### src/rtl/bfs_pkg.sv
package bfs_pkg;

  // ********
  // Register map (byte addresses)
  // ********
  localparam logic [7:0] ADDR_CTRL      = 8'h00;
  localparam logic [7:0] ADDR_PHASE_THR = 8'h04;
  localparam logic [7:0] ADDR_RES_THR   = 8'h08;
  localparam logic [7:0] ADDR_SIG_MASK  = 8'h0C;
  localparam logic [7:0] ADDR_DO_MASK   = 8'h10;
  localparam logic [7:0] ADDR_RETRIP_T  = 8'h14;
  localparam logic [7:0] ADDR_FAIL_T    = 8'h18;
  localparam logic [7:0] ADDR_STATUS    = 8'h1C;
  localparam logic [7:0] ADDR_IRQ_STAT  = 8'h20;
  localparam logic [7:0] ADDR_IRQ_MASK  = 8'h24;
  localparam logic [7:0] ADDR_GLOBAL    = 8'h28;

  // ********
  // Control register fields
  // ********
  localparam int CTRL_MODE_LSB    = 0;   // 3 bits operating mode
  localparam int CTRL_RES_LSB     = 4;   // 2 bits residual source
  localparam int CTRL_ACT_LSB     = 8;   // 4 bits activation mode
  localparam int CTRL_FORCE_LSB   = 12;  // 3 bits forced status
  localparam int CTRL_RETRIP_BIT  = 16;
  localparam int GLOBAL_MODE_BIT  = 0;
  localparam int GLOBAL_FORCE_BIT = 1;

  localparam logic [31:0] CTRL_RESET      = 32'h0001_0000;
  localparam logic [31:0] PHASE_THR_RESET = 32'h0000_0100;
  localparam logic [31:0] RES_THR_RESET   = 32'h0000_0078;
  localparam logic [31:0] RETRIP_T_RESET  = 32'h0000_000A;
  localparam logic [31:0] FAIL_T_RESET    = 32'h0000_0014;

  // ********
  // Timing
  // ********
  localparam int CLK_MHZ       = 50;
  localparam int TICK_MS       = 5;
  localparam int TICK_CYCLES   = TICK_MS * 1000 * CLK_MHZ;
  localparam int RELEASE_PCT   = 97;

  // ********
  // Enumerations
  // ********
  typedef enum logic [2:0] {
    MODE_ON = 3'h0, MODE_BLOCKED = 3'h1, MODE_TEST = 3'h2,
    MODE_TEST_BLOCKED = 3'h3, MODE_OFF = 3'h4
  } op_mode_e;

  typedef enum logic [2:0] {
    ST_NORMAL = 3'h0, ST_START = 3'h1, ST_RETRIP = 3'h2,
    ST_FAILURE = 3'h3, ST_BLOCKED = 3'h4
  } status_e;

  typedef enum logic [1:0] {
    RES_NONE = 2'h0, RES_ONE = 2'h1, RES_TWO = 2'h2, RES_CALC = 2'h3
  } res_src_e;

  // Activation: bit0 current, bit1 signals, bit2 relays, bit3 all-AND
  localparam int ACT_CUR = 0;
  localparam int ACT_SIG = 1;
  localparam int ACT_DO  = 2;
  localparam int ACT_AND = 3;

endpackage : bfs_pkg

### src/rtl/bfs_hyst.sv
`timescale 1ns/1ns
`default_nettype none
module bfs_hyst #(
  parameter int W = 16
) (
  input  wire logic         clk,
  input  wire logic         rst,
  input  wire logic         tick,
  input  wire logic [W-1:0] level,
  input  wire logic [W-1:0] thr,
  output logic              picked
);
  // Release at 97 % of threshold: level*100 < thr*97
  logic [W+7:0] lhs;
  logic [W+7:0] rhs;

  always_comb begin
    lhs = (W+8)'(level) * (W+8)'(100);
    rhs = (W+8)'(thr) * (W+8)'(bfs_pkg::RELEASE_PCT);
  end

  always_ff @(posedge clk) begin
    if (rst) begin
      picked <= 1'b0;
    end else if (tick) begin
      if (level > thr) begin
        picked <= 1'b1;
      end else if (lhs < rhs) begin
        picked <= 1'b0;
      end
    end
  end
endmodule : bfs_hyst
`default_nettype wire

### src/rtl/bfs_sync.sv
`timescale 1ns/1ns
`default_nettype none
module bfs_sync #(
  parameter int W = 1
) (
  input  wire logic         clk,
  input  wire logic         rst,
  input  wire logic [W-1:0] d,
  output logic      [W-1:0] q
);
  logic [W-1:0] meta;

  always_ff @(posedge clk) begin
    if (rst) begin
      meta <= '0;
      q    <= '0;
    end else begin
      meta <= d;
      q    <= meta;
    end
  end
endmodule : bfs_sync
`default_nettype wire

### src/rtl/breaker_failure_supervisor.sv
// Notes on behaviour
// - Retrip, then failure output trips upstream breaker
// - Retrip can be disabled, failure stays
// - Triggers: current, relays, signals, combinations
// - Compare three phases and residual to thresholds
// - Any internal binary signal may start supervision
// - Active monitored relay command starts supervision
// - Magnitudes refreshed on 5 ms base
// - Residual from input one, two or calculated
// - General settings static across setting groups
// - Signal events count only when mode includes signals
// - Relay commands count only when mode includes relays
// - Mode On/Blocked/Test/TestBlocked/Off, gated globally
// - Forced status, only when forcing enabled
// - Pick up above threshold, release below 97 %
// - Blocked at pick-up gives blocked, else start
//
// The AXI4-Lite slave port and the register offsets are this design's own decisions.
`timescale 1ns/1ns
`default_nettype none
module breaker_failure_supervisor #(
  parameter int W         = 16,
  parameter int NSIG      = 8,
  parameter int NDO       = 8,
  parameter int TICK_CYC  = bfs_pkg::TICK_CYCLES
) (
  input  wire logic          clk,
  input  wire logic          rst,
  input  wire logic [W-1:0]  phase_one_fundamental,
  input  wire logic [W-1:0]  phase_two_fundamental,
  input  wire logic [W-1:0]  phase_three_fundamental,
  input  wire logic [W-1:0]  residual_input_one,
  input  wire logic [W-1:0]  residual_input_two,
  input  wire logic [W-1:0]  calculated_residual,
  input  wire logic [NSIG-1:0] trip_events,
  input  wire logic [NDO-1:0]  relay_commands,
  input  wire logic          block_in,
  input  wire logic          setting_group_change,
  output logic               start_out,
  output logic               retrip_out,
  output logic               failure_out,
  output logic               blocked_out,
  output logic               irq,
  input  wire logic [7:0]    s_axi_awaddr,
  input  wire logic          s_axi_awvalid,
  output logic               s_axi_awready,
  input  wire logic [31:0]   s_axi_wdata,
  input  wire logic [3:0]    s_axi_wstrb,
  input  wire logic          s_axi_wvalid,
  output logic               s_axi_wready,
  output logic [1:0]         s_axi_bresp,
  output logic               s_axi_bvalid,
  input  wire logic          s_axi_bready,
  input  wire logic [7:0]    s_axi_araddr,
  input  wire logic          s_axi_arvalid,
  output logic               s_axi_arready,
  output logic [31:0]        s_axi_rdata,
  output logic [1:0]         s_axi_rresp,
  output logic               s_axi_rvalid,
  input  wire logic          s_axi_rready
);

  // ********
  // Input synchronisers
  // ********
  localparam int NIN = 6 * W + NSIG + NDO + 1;
  logic [NIN-1:0] in_sync;
  logic [W-1:0]   ph [3];
  logic [W-1:0]   r1, r2, rc;
  logic [NSIG-1:0] sig_s;
  logic [NDO-1:0]  do_s;
  logic            blk_s;

  // The setting group input is deliberately unused: general settings
  // live in our own registers and ignore group switching.
  bfs_sync #(.W(NIN)) u_sync (
    .clk (clk),
    .rst (rst),
    .d   ({phase_one_fundamental, phase_two_fundamental, phase_three_fundamental,
           residual_input_one, residual_input_two, calculated_residual,
           trip_events, relay_commands, block_in}),
    .q   (in_sync)
  );

  always_comb begin
    {ph[0], ph[1], ph[2], r1, r2, rc, sig_s, do_s, blk_s} = in_sync;
  end

  // ********
  // Registers
  // ********
  logic [31:0] ctrl, phase_thr, res_thr, sig_mask, do_mask;
  logic [31:0] retrip_t, fail_t, irq_mask;
  logic [1:0]  global_en;
  logic [3:0]  irq_stat;
  logic [2:0]  status;

  logic        aw_hold, w_hold;
  logic [7:0]  aw_addr;
  logic [31:0] w_data;
  logic [3:0]  w_strb;
  logic        do_write;

  always_comb begin
    do_write = aw_hold && w_hold && !s_axi_bvalid;
  end

  function automatic logic [31:0] merge(input logic [31:0] old,
                                        input logic [31:0] nw,
                                        input logic [3:0] st);
    logic [31:0] r;
    r = old;
    for (int i = 0; i < 4; i++) begin
      if (st[i]) begin
        r[i*8 +: 8] = nw[i*8 +: 8];
      end
    end
    return r;
  endfunction : merge

  // Address and data may arrive in either order
  always_ff @(posedge clk) begin
    if (rst) begin
      aw_hold <= 1'b0;
      w_hold  <= 1'b0;
      aw_addr <= 8'h00;
      w_data  <= 32'h0000_0000;
      w_strb  <= 4'h0;
    end else begin
      if (s_axi_awvalid && s_axi_awready) begin
        aw_hold <= 1'b1;
        aw_addr <= s_axi_awaddr;
      end else if (do_write) begin
        aw_hold <= 1'b0;
      end
      if (s_axi_wvalid && s_axi_wready) begin
        w_hold <= 1'b1;
        w_data <= s_axi_wdata;
        w_strb <= s_axi_wstrb;
      end else if (do_write) begin
        w_hold <= 1'b0;
      end
    end
  end

  always_ff @(posedge clk) begin
    if (rst) begin
      s_axi_awready <= 1'b0;
      s_axi_wready  <= 1'b0;
      s_axi_bvalid  <= 1'b0;
      s_axi_bresp   <= 2'b00;
    end else begin
      // Ready stays low until the response is gone: one write at a time
      s_axi_awready <= !aw_hold && !(s_axi_awvalid && s_axi_awready) &&
                       !s_axi_bvalid && !do_write;
      s_axi_wready  <= !w_hold && !(s_axi_wvalid && s_axi_wready) &&
                       !s_axi_bvalid && !do_write;
      if (do_write) begin
        s_axi_bvalid <= 1'b1;
        s_axi_bresp  <= (aw_addr > bfs_pkg::ADDR_GLOBAL || aw_addr[1:0] != 2'b00)
                        ? 2'b10 : 2'b00;
      end else if (s_axi_bready) begin
        s_axi_bvalid <= 1'b0;
      end
    end
  end

  always_ff @(posedge clk) begin
    if (rst) begin
      ctrl      <= bfs_pkg::CTRL_RESET;
      phase_thr <= bfs_pkg::PHASE_THR_RESET;
      res_thr   <= bfs_pkg::RES_THR_RESET;
      sig_mask  <= 32'h0000_0000;
      do_mask   <= 32'h0000_0000;
      retrip_t  <= bfs_pkg::RETRIP_T_RESET;
      fail_t    <= bfs_pkg::FAIL_T_RESET;
      irq_mask  <= 32'h0000_0000;
      global_en <= 2'b00;
    end else if (do_write) begin
      case (aw_addr)
        bfs_pkg::ADDR_CTRL:      ctrl      <= merge(ctrl, w_data, w_strb);
        bfs_pkg::ADDR_PHASE_THR: phase_thr <= merge(phase_thr, w_data, w_strb);
        bfs_pkg::ADDR_RES_THR:   res_thr   <= merge(res_thr, w_data, w_strb);
        bfs_pkg::ADDR_SIG_MASK:  sig_mask  <= merge(sig_mask, w_data, w_strb);
        bfs_pkg::ADDR_DO_MASK:   do_mask   <= merge(do_mask, w_data, w_strb);
        bfs_pkg::ADDR_RETRIP_T:  retrip_t  <= merge(retrip_t, w_data, w_strb);
        bfs_pkg::ADDR_FAIL_T:    fail_t    <= merge(fail_t, w_data, w_strb);
        bfs_pkg::ADDR_IRQ_MASK:  irq_mask  <= merge(irq_mask, w_data, w_strb);
        bfs_pkg::ADDR_GLOBAL: begin
          if (w_strb[0]) begin
            global_en <= w_data[1:0];
          end
        end
        default: begin
        end
      endcase
    end
  end

  always_ff @(posedge clk) begin
    if (rst) begin
      s_axi_arready <= 1'b0;
      s_axi_rvalid  <= 1'b0;
      s_axi_rdata   <= 32'h0000_0000;
      s_axi_rresp   <= 2'b00;
    end else begin
      s_axi_arready <= !s_axi_rvalid && !s_axi_arready;
      if (s_axi_arvalid && s_axi_arready) begin
        s_axi_rvalid <= 1'b1;
        s_axi_rresp  <= 2'b00;
        case (s_axi_araddr)
          bfs_pkg::ADDR_CTRL:      s_axi_rdata <= ctrl;
          bfs_pkg::ADDR_PHASE_THR: s_axi_rdata <= phase_thr;
          bfs_pkg::ADDR_RES_THR:   s_axi_rdata <= res_thr;
          bfs_pkg::ADDR_SIG_MASK:  s_axi_rdata <= sig_mask;
          bfs_pkg::ADDR_DO_MASK:   s_axi_rdata <= do_mask;
          bfs_pkg::ADDR_RETRIP_T:  s_axi_rdata <= retrip_t;
          bfs_pkg::ADDR_FAIL_T:    s_axi_rdata <= fail_t;
          bfs_pkg::ADDR_STATUS:    s_axi_rdata <= {29'h0, status};
          bfs_pkg::ADDR_IRQ_STAT:  s_axi_rdata <= {28'h0, irq_stat};
          bfs_pkg::ADDR_IRQ_MASK:  s_axi_rdata <= irq_mask;
          bfs_pkg::ADDR_GLOBAL:    s_axi_rdata <= {30'h0, global_en};
          default: begin
            s_axi_rdata <= 32'h0000_0000;
            s_axi_rresp <= 2'b10;
          end
        endcase
      end else if (s_axi_rready) begin
        s_axi_rvalid <= 1'b0;
      end
    end
  end

  // ********
  // Update tick
  // ********
  logic [31:0] tick_cnt;
  logic        tick;

  always_ff @(posedge clk) begin
    if (rst) begin
      tick_cnt <= 32'h0000_0000;
      tick     <= 1'b0;
    end else if (tick_cnt == 32'(TICK_CYC - 1)) begin
      tick_cnt <= 32'h0000_0000;
      tick     <= 1'b1;
    end else begin
      tick_cnt <= tick_cnt + 32'h0000_0001;
      tick     <= 1'b0;
    end
  end

  // ********
  // Pick-up elements
  // ********
  logic [3:0]   pick;
  logic [W-1:0] res_sel;

  always_comb begin
    case (bfs_pkg::res_src_e'(ctrl[bfs_pkg::CTRL_RES_LSB +: 2]))
      bfs_pkg::RES_ONE:  res_sel = r1;
      bfs_pkg::RES_TWO:  res_sel = r2;
      bfs_pkg::RES_CALC: res_sel = rc;
      default:           res_sel = '0;
    endcase
  end

  genvar g;
  generate
    for (g = 0; g < 4; g++) begin : g_pick
      bfs_hyst #(.W(W)) u_hyst (
        .clk    (clk),
        .rst    (rst),
        .tick   (tick),
        .level  (g < 3 ? ph[g % 3] : res_sel),
        .thr    (g < 3 ? phase_thr[W-1:0] : res_thr[W-1:0]),
        .picked (pick[g])
      );
    end
  endgenerate

  // ********
  // Trigger combination
  // ********
  logic [3:0] act;
  logic       cur_t, sig_t, do_t, trig, res_used;

  always_comb begin
    act      = ctrl[bfs_pkg::CTRL_ACT_LSB +: 4];
    res_used = ctrl[bfs_pkg::CTRL_RES_LSB +: 2] != 2'b00;
    cur_t    = (|pick[2:0]) || (res_used && pick[3]);
    sig_t    = act[bfs_pkg::ACT_SIG] && |(sig_s & sig_mask[NSIG-1:0]);
    do_t     = act[bfs_pkg::ACT_DO] && |(do_s & do_mask[NDO-1:0]);
    if (act[bfs_pkg::ACT_AND]) begin
      trig = (!act[bfs_pkg::ACT_CUR] || cur_t) &&
             (!act[bfs_pkg::ACT_SIG] || sig_t) &&
             (!act[bfs_pkg::ACT_DO] || do_t) && (act[2:0] != 3'b000);
    end else begin
      trig = (act[bfs_pkg::ACT_CUR] && cur_t) || sig_t || do_t;
    end
  end

  // ********
  // Supervision sequence
  // ********
  bfs_pkg::status_e state;
  logic [31:0]      timer;
  logic [2:0]       mode;
  logic             eff_block, retrip_en;
  logic [2:0]       force_sel;

  always_comb begin
    mode      = global_en[bfs_pkg::GLOBAL_MODE_BIT]
                ? ctrl[bfs_pkg::CTRL_MODE_LSB +: 3] : 3'(bfs_pkg::MODE_ON);
    eff_block = blk_s || mode == 3'(bfs_pkg::MODE_BLOCKED) ||
                mode == 3'(bfs_pkg::MODE_TEST_BLOCKED);
    retrip_en = ctrl[bfs_pkg::CTRL_RETRIP_BIT];
    force_sel = ctrl[bfs_pkg::CTRL_FORCE_LSB +: 3];
  end

  always_ff @(posedge clk) begin
    if (rst) begin
      state <= bfs_pkg::ST_NORMAL;
      timer <= 32'h0000_0000;
    end else if (tick) begin
      if (mode == 3'(bfs_pkg::MODE_OFF) || !trig) begin
        state <= bfs_pkg::ST_NORMAL;
        timer <= 32'h0000_0000;
      end else begin
        timer <= timer + 32'h0000_0001;
        case (state)
          bfs_pkg::ST_NORMAL: begin
            timer <= 32'h0000_0000;
            state <= eff_block ? bfs_pkg::ST_BLOCKED : bfs_pkg::ST_START;
          end
          bfs_pkg::ST_START: begin
            if (eff_block) begin
              state <= bfs_pkg::ST_BLOCKED;
            end else if (timer + 32'h1 >= fail_t) begin
              state <= bfs_pkg::ST_FAILURE;
            end else if (retrip_en && timer + 32'h1 >= retrip_t) begin
              state <= bfs_pkg::ST_RETRIP;
            end
          end
          bfs_pkg::ST_RETRIP: begin
            if (eff_block) begin
              state <= bfs_pkg::ST_BLOCKED;
            end else if (timer + 32'h1 >= fail_t) begin
              state <= bfs_pkg::ST_FAILURE;
            end
          end
          bfs_pkg::ST_FAILURE: begin
            state <= eff_block ? bfs_pkg::ST_BLOCKED : bfs_pkg::ST_FAILURE;
          end
          default: begin
            timer <= 32'h0000_0000;
          end
        endcase
      end
    end
  end

  // Test modes show the status but hold the trip outputs off
  logic   test_mode;
  logic [2:0] next_status;

  always_comb begin
    test_mode = mode == 3'(bfs_pkg::MODE_TEST) ||
                mode == 3'(bfs_pkg::MODE_TEST_BLOCKED);
    if (global_en[bfs_pkg::GLOBAL_FORCE_BIT] && force_sel != 3'(bfs_pkg::ST_NORMAL)) begin
      next_status = force_sel;
    end else begin
      next_status = 3'(state);
    end
  end

  always_ff @(posedge clk) begin
    if (rst) begin
      status      <= 3'(bfs_pkg::ST_NORMAL);
      start_out   <= 1'b0;
      retrip_out  <= 1'b0;
      failure_out <= 1'b0;
      blocked_out <= 1'b0;
    end else begin
      status      <= next_status;
      start_out   <= next_status != 3'(bfs_pkg::ST_NORMAL) &&
                     next_status != 3'(bfs_pkg::ST_BLOCKED);
      retrip_out  <= next_status == 3'(bfs_pkg::ST_RETRIP) && !test_mode && retrip_en;
      failure_out <= next_status == 3'(bfs_pkg::ST_FAILURE) && !test_mode;
      blocked_out <= next_status == 3'(bfs_pkg::ST_BLOCKED);
    end
  end

  // ********
  // Interrupts: start, retrip, failure, blocked rising edges
  // ********
  logic [3:0] ev, ev_prev;

  always_comb begin
    ev = {blocked_out, failure_out, retrip_out, start_out};
  end

  always_ff @(posedge clk) begin
    if (rst) begin
      ev_prev  <= 4'h0;
      irq_stat <= 4'h0;
      irq      <= 1'b0;
    end else begin
      ev_prev <= ev;
      // Set wins over a simultaneous write-one clear
      irq_stat <= (irq_stat & ~((do_write && aw_addr == bfs_pkg::ADDR_IRQ_STAT && w_strb[0])
                                ? w_data[3:0] : 4'h0)) | (ev & ~ev_prev);
      irq <= |(irq_stat & irq_mask[3:0]);
    end
  end

endmodule : breaker_failure_supervisor
`default_nettype wire
### config.mk
export PLATFORM = sky130hd
export DESIGN_NAME = breaker_failure_supervisor
export DESIGN_NICKNAME = d
export VERILOG_FILES = /design/src/rtl/bfs_pkg.sv /design/src/rtl/bfs_hyst.sv /design/src/rtl/bfs_sync.sv /design/src/rtl/breaker_failure_supervisor.sv
export SDC_FILE = /design/constraint.sdc
export NUM_CORES = 2
export LEC_CHECK = 0
export BUFFER_PORTS_ARGS = -buffer_cell sky130_fd_sc_hd__buf_2
export CAP_MARGIN = 20
export CORE_MARGIN = 5
export CORE_UTILIZATION = 40
export CTS_CLUSTER_SIZE = 20
export DETAILED_ROUTE_END_ITERATION = 12
export MAX_ROUTING_LAYER = met4
export PLACE_DENSITY_LB_ADDON = 0.12
export SLEW_MARGIN = 20
export SYNTH_ARGS = -nofsm -noshare
export SYNTH_HDL_FRONTEND = slang
export SYNTH_SLANG_ARGS = --single-unit
### constraint.sdc
create_clock -name clk -period 6.7 [get_ports clk]
set_clock_uncertainty 0.2 [all_clocks]
set_input_delay 0.67 -clock clk [delete_from_list [all_inputs] [get_ports clk]]
set_output_delay 0.67 -clock clk [all_outputs]
set_load 0.05 [all_outputs]
; ---- Word level (Yosys, flattened, before mapping)
; Index checks and enable logic that the tools add are counted.
[classes]
order_cmp = 11
mul = 6
reduce_logical = 113
div_mod_pow = 0
n_eq_ne = 36
muxes = 35
n_shift = 0
n_addsub = 2
n_bitwise = 8
[op_table]
columns = op, count
row1 = $pmux W32 S11, 1
row2 = $reduce_and A3 Y1, 33
row3 = $lt A23 B23 Y1, 4
row4 = $mul A16 B5 Y21 const B, 4
row5 = $add A32 B1 Y32 const B, 2
row6 = $ge A32 B32 Y1, 2
row7 = $gt A16 B16 Y1, 4
row8 = $mux W32, 2
row9 = $eq A8 B5 Y1 const B, 7
row10 = $eq A8 B6 Y1 const B, 6
row11 = $pmux W16 S3, 1
row12 = $mul A16 B7 Y23 const B, 2
row13 = $eq A32 B18 Y1 const B, 1
row14 = $eq A8 B4 Y1 const B, 4
row15 = $mux W3, 10
row16 = $logic_and A1 B1 Y1, 27
row17 = $reduce_bool A2 Y1, 10
row18 = $eq A3 B2 Y1 const B, 6
row19 = $mux W1, 17
row20 = $and A8 B8 Y8, 2
row21 = $eq A8 B3 Y1 const B, 2
row22 = $logic_not A8 Y1, 2
row23 = $reduce_or A8 Y1, 2
row24 = $logic_not A1 Y1, 13
row25 = 24 further kinds, 47
[totals]
wordCells = 275
input_bits = 173
out_inout_bits = 46
reg_bits = 659
mem_bits_ro = 0
latch_bits = 0
mem_count = 0
ramBits = 0

; ---- Logic depth before layout (Yosys ltp)
[depth]
depth_word = 12
mapped_depth = 27

; ---- Hierarchy
; Synthesis repeated with hierarchy kept, for this count alone.
[hier_totals]
hier_cells = 5029
hier_area_um2 = 43395.4
[modules_own_cells]
columns = module, cells_per_inst, n_inst, seq_area_each_um2, area_each_um2
row1 = breaker_failure_supervisor, 2474, 1, 8548.2, 19765.2
row2 = bfs_sync, 477, 1, 4524.3, 6369.9
row3 = bfs_hyst at g_pick[2].u_hyst, 538, 1, 20.0, 4469.3
row4 = bfs_hyst at g_pick[1].u_hyst, 517, 1, 20.0, 4274.1
row5 = bfs_hyst at g_pick[0].u_hyst, 512, 1, 20.0, 4262.8
row6 = bfs_hyst at g_pick[3].u_hyst, 511, 1, 20.0, 4254.1

; ---- Worst setup path before layout
; No wires, ideal clock.
[synth_path]
kind = register to register
start = register ctrl[5]
end = register g_pick[3].u_hyst.picked
stages_incl_launch_ff = 24
t_arrival_ns = 5.443
setup_time_ns = 0.133
n_path_buf = 2
path_slack_ns = 0.925
required_ns = 6.367
synth_period_minus_slack_ns = 5.775
path_cell_list = dfxtp_1 clkbuf_1 buf_1 mux2_2 a22o_1 ha_1 ha_1 fa_1 ha_1 nor2b_1 o31a_1 o41ai_1 o2111ai_1 o211ai_1 o21bai_1 a21oi_1 xnor2_1 ha_1 a21oi_1 o21ai_0 a21oi_1 nor2b_1 o311ai_0 nand3_1
[synth_via]
elab_chain_cells = 6
elab_cells_between_ends = 10
classes_between = mul: 1 / order compare: 2 / eq/ne: 3 / mux: 2 / reduce/logical: 2
[synth_rtl]
columns = item, line_no
row1 = from (decl), breaker_failure_supervisor.sv:92  ; logic [31:0] ctrl, phase_thr, res_thr, sig_mask, do_mask;
row2 = from (signal assigned), breaker_failure_supervisor.sv:170  ; ctrl <= bfs_pkg::CTRL_RESET;
row3 = from (signal assigned), breaker_failure_supervisor.sv:181  ; bfs_pkg::ADDR_CTRL: ctrl <= merge(ctrl, w_data, w_strb);
row4 = $eq A2 B2 Y1 / $eq A2 B1 Y1 (equally long branches), breaker_failure_supervisor.sv:260  ; case (bfs_pkg::res_src_e'(ctrl[bfs_pkg::CTRL_RES_LSB +: 2]))
row5 = $pmux W16 S3 (*), breaker_failure_supervisor.sv:260
row6 = $mul A16 B5 Y21, bfs_hyst.sv:18  ; lhs = (W+8)'(level) * (W+8)'(100);
row7 = $lt A23 B23 Y1, bfs_hyst.sv:28  ; end else if (lhs < rhs) begin
row8 = $reduce_bool A2 Y1 (no line), -
row9 = $reduce_and A2 Y1 (no line), -
row10 = to (signal assigned), bfs_hyst.sv:24  ; picked <= 1'b0;
row11 = to (signal assigned), bfs_hyst.sv:27  ; picked <= 1'b1;
row12 = to (signal assigned), bfs_hyst.sv:29  ; picked <= 1'b0;
row13 = to (decl), bfs_hyst.sv:11  ; output logic picked
; Mark *: on every way between the ends. The rest lies on a longest branch, timed or not.
; A chain may end at the register's enable or synchronous reset.

; ---- Worst setup path after layout
; Ends and elaborated chain as after synthesis.

==> metrics.cfg <==
[floorplan]
die_h_microns = 321
core_sq_um = 96100
dieArea_sq_um = 103000
initial_core_util_pct = 40.1
die_w_microns = 321
io-pin-count = 219
row_count = 114

[global_routing]
grt_max_degree = 174
antenna_found_initial = 12
grt_pass1_vias = 30400
grt_pass1_wl_mm = 176
grt_remaining_overflow = 0
grt_usage_pct = 22.2

[critical_path]
crit_end = g_pick[3].u_hyst.picked$_SDFFE_PP0P_
crit_family = compound AO/OA/AOI/OAI gates
r2r_cells = 23
endpoint_kind = flip-flop
worstPathRequired_ns = 7.01
crit_chain = buf_4 > mux2_2 > a22oi_1 > buf_4 > inv_1 > ha_1 > ha_1 > ha_1 > ha_1 > a211oi_1 > nor2_1 > o41ai_1 > o21ai_0 > o41ai_1 > xnor2_1 > ha_1 > a21o_1 > a21oi_1 > o21ai_0 > a21oi_1 > nor2b_1 > o311ai_0 > nand3_1
r2r_setup_slack_ns = 0.59
cp-startpoint = ctrl[5]$_SDFFE_PP0P_
worst-endpoint-arrival_ns = 6.42
setup.worst_path.class = flip-flop to flip-flop
r2r_end = g_pick[3].u_hyst.picked$_SDFFE_PP0P_
r2r-start = ctrl[5]$_SDFFE_PP0P_
crit_buf_inv = 3
critical_path.max_fanout = 13
start_kind = flip-flop
crit_top_cell = ha_1
cp_slowest_cell = o41ai_1
slowest_delay_ns = 0.59
crit_cells = 23

[logic_synthesis]
ys.flop_type = dfxtp_1
synth.area.top_cells = dfxtp_1, ha_1, a21oi_1
yosysMostFrequentCell = dfxtp_1
syn_area_per_cell_sq_um = 8.68
yosysWarnings = 0
synthArstFlopShare_pct = 0
synthCells = 4445
synth_top_area_share_pct = 34.1
mappedNetlistArea_sq_um = 38600
ys_seq_elements = 657
synth_common_cells = dfxtp_1, ha_1, inv_1, a21oi_1, nand2_1
synth_cell_types = 79
synth_top_area_cell = dfxtp_1
synth_edf_count = 0
synth-seq-area-share_pct = 34.1

[hold_path]
hp-start = phase_three_fundamental[2]
hold_class = primary input to flip-flop

[clock_tree]
htreeDepth = 3
cts_sinks = 657
numCtsBuffers = 75
clk_pin_slew_ns = 0.06
cts_tree = yes
cts_hold_buf = 26
clkLatencyLatePin_ns = 0.65
clockBufferDepth = 3
cts_resized = 0
cts-root-buf = clkbuf_16
postCtsSetupBuffers = 0

[place]
place_congestion = 0.868
hpwl_mm = 83.3
port_buffers = 215

[final_layout]
final_util_pct = 45.6
largestRegisters = u_sync.meta: 113 flops, u_sync.q: 113 flops
drive_above_1_share_pct = 9.57
layout-area-overhead-vs-synth_pct = 13.7
fin_nets = 5396

[sta]
hold_violations = 0
max-slew-margin-rel_pct = 28.9
layout_min_cycle_time_ns = 6.11
tns_ns = 0
finalSetupViolCount = 0
rsz0062_at_grt = no
fin_crit_sh_pct = 91.2
maxSlewViolCount = 0
max_clock_freq_mhz = 164
worst_pin_slew_ns = 1.06

[detailed_routing]
wire_per_inst_microns = 19.0
num_vias = 31500
avgViaCountPerCell = 5.30
drc = 0
routed_wl_mm = 113
ant_nets = 0
drt_first_pass_iters = 6
first_iter_violations = 2260

[power_and_ir_drop]
ir_drop_mv = 0.189
p_leak_nw = 20.0
p_per_area_nw_per_um2 = 209

[outcome]
status = completed

[run]
cap_violations = 0

-- worst reg2reg max path: stages, from the launching register on --
cell	delay, ns
dfxtp_1	0.50
buf_4	0.30
mux2_2	0.36
a22oi_1	0.13
buf_4	0.18
inv_1	0.05
ha_1	0.28
ha_1	0.30
ha_1	0.30
ha_1	0.32
a211oi_1	0.24
nor2_1	0.11
o41ai_1	0.42
o21ai_0	0.23
o41ai_1	0.59
xnor2_1	0.15
ha_1	0.33
a21o_1	0.16
a21oi_1	0.12
o21ai_0	0.09
a21oi_1	0.14
nor2b_1	0.07
o311ai_0	0.28
nand3_1	0.11
-- placed cells by master, fill, tap and decap left out, drive strengths merged, types with 99 or more instances in the layout --
cell	count
a21oi	388
ha	559
inv	420
clkbuf	99
nand3	222
buf	262
dfxtp	657
nor2b	257
nand2	375
nor2	308
-- kinds of logic (layout without fill, tap and decap cells) --
group                      count (synthesis)  count (layout)  share of synthesized area [%]
and+or+nand+nor                         1395            1395                           17.6
AOI/OAI and AO/OA                        896             896                           14.8
DFF                                      657             657                           34.1
buffers and inverters                    624             839                           6.13
adders and majority gates                619             619                           21.2
xor gates and xnor gates                 148             148                           3.36
muxes                                    105             105                           2.78
other                                      1               9                        0.00972
-- how the worst min path moves through the flow --
| stage | to | slack (ns) | cells after the start |
|---|---|---|---|
| 4_1_cts | u_sync.meta[84]$_SDFF_PP0_ | 0.0002 | 2 |
| 3_5_place_dp | u_sync.q[1]$_SDFF_PP0_ | 0.22 | 1 |
| 5_1_grt | u_sync.meta[27]$_SDFF_PP0_ | 0.02 | 2 |
| 2_1_floorplan | u_sync.q[0]$_SDFF_PP0_ | 0.21 | 1 |
| 3_3_place_gp | u_sync.q[100]$_SDFF_PP0_ | 0.22 | 1 |
| 6_report | u_sync.meta[67]$_SDFF_PP0_ | 0.04 | 2 |
-- stage by stage --
step	instance area [sq um]	hold slack [ns]	setup slack, ns	power (mW)	instances
after floorplan	38600	0.214	0.925	4.58	4446
after global placement	40900	0.216	0.577	4.80	5777
after detailed placement	40900	0.220	0.593	4.81	5777
after CTS	43800	0.000194	0.566	9.31	5937
after global routing	43900	0.0243	0.0684	9.56	5944
final	43900	0.0416	0.591	9.19	5944
-- area by class of cell --
class | count | area (sq um)
Antenna cell | 7 | 17.5
Clock inverter | 35 | 559
Tap cell | 1276 | 1600
Fill cell | 9542 | 52300
Inverter | 417 | 1570
Sequential cell | 657 | 13200
Clock buffer | 99 | 2120
Timing Repair Buffer | 288 | 1710
Multi-Input combinational cell | 3165 | 23100
-- metal layers --
metal / part of all wire [%] / GRT usage, % / up-vias
li1: - / - / 15700
met1: 48 / 30.6 / 14900
met2: 44 / 34.0 / 748
met3: 6.5 / 4.37 / 147
met4: 2.0 / 4.89 / 0
met5: 0 / - / -
-- where the power goes --
part	total, mW	internal [mW]	switching [mW]	leakage, nW
clock	4.46	2.74	1.72	1.30
sequential	4.06	3.99	0.0686	5.35
combinational	0.669	0.276	0.393	13.3
total	9.19	7.00	2.18	20.0
No activity file was read; power rests on OpenSTA's default activity.
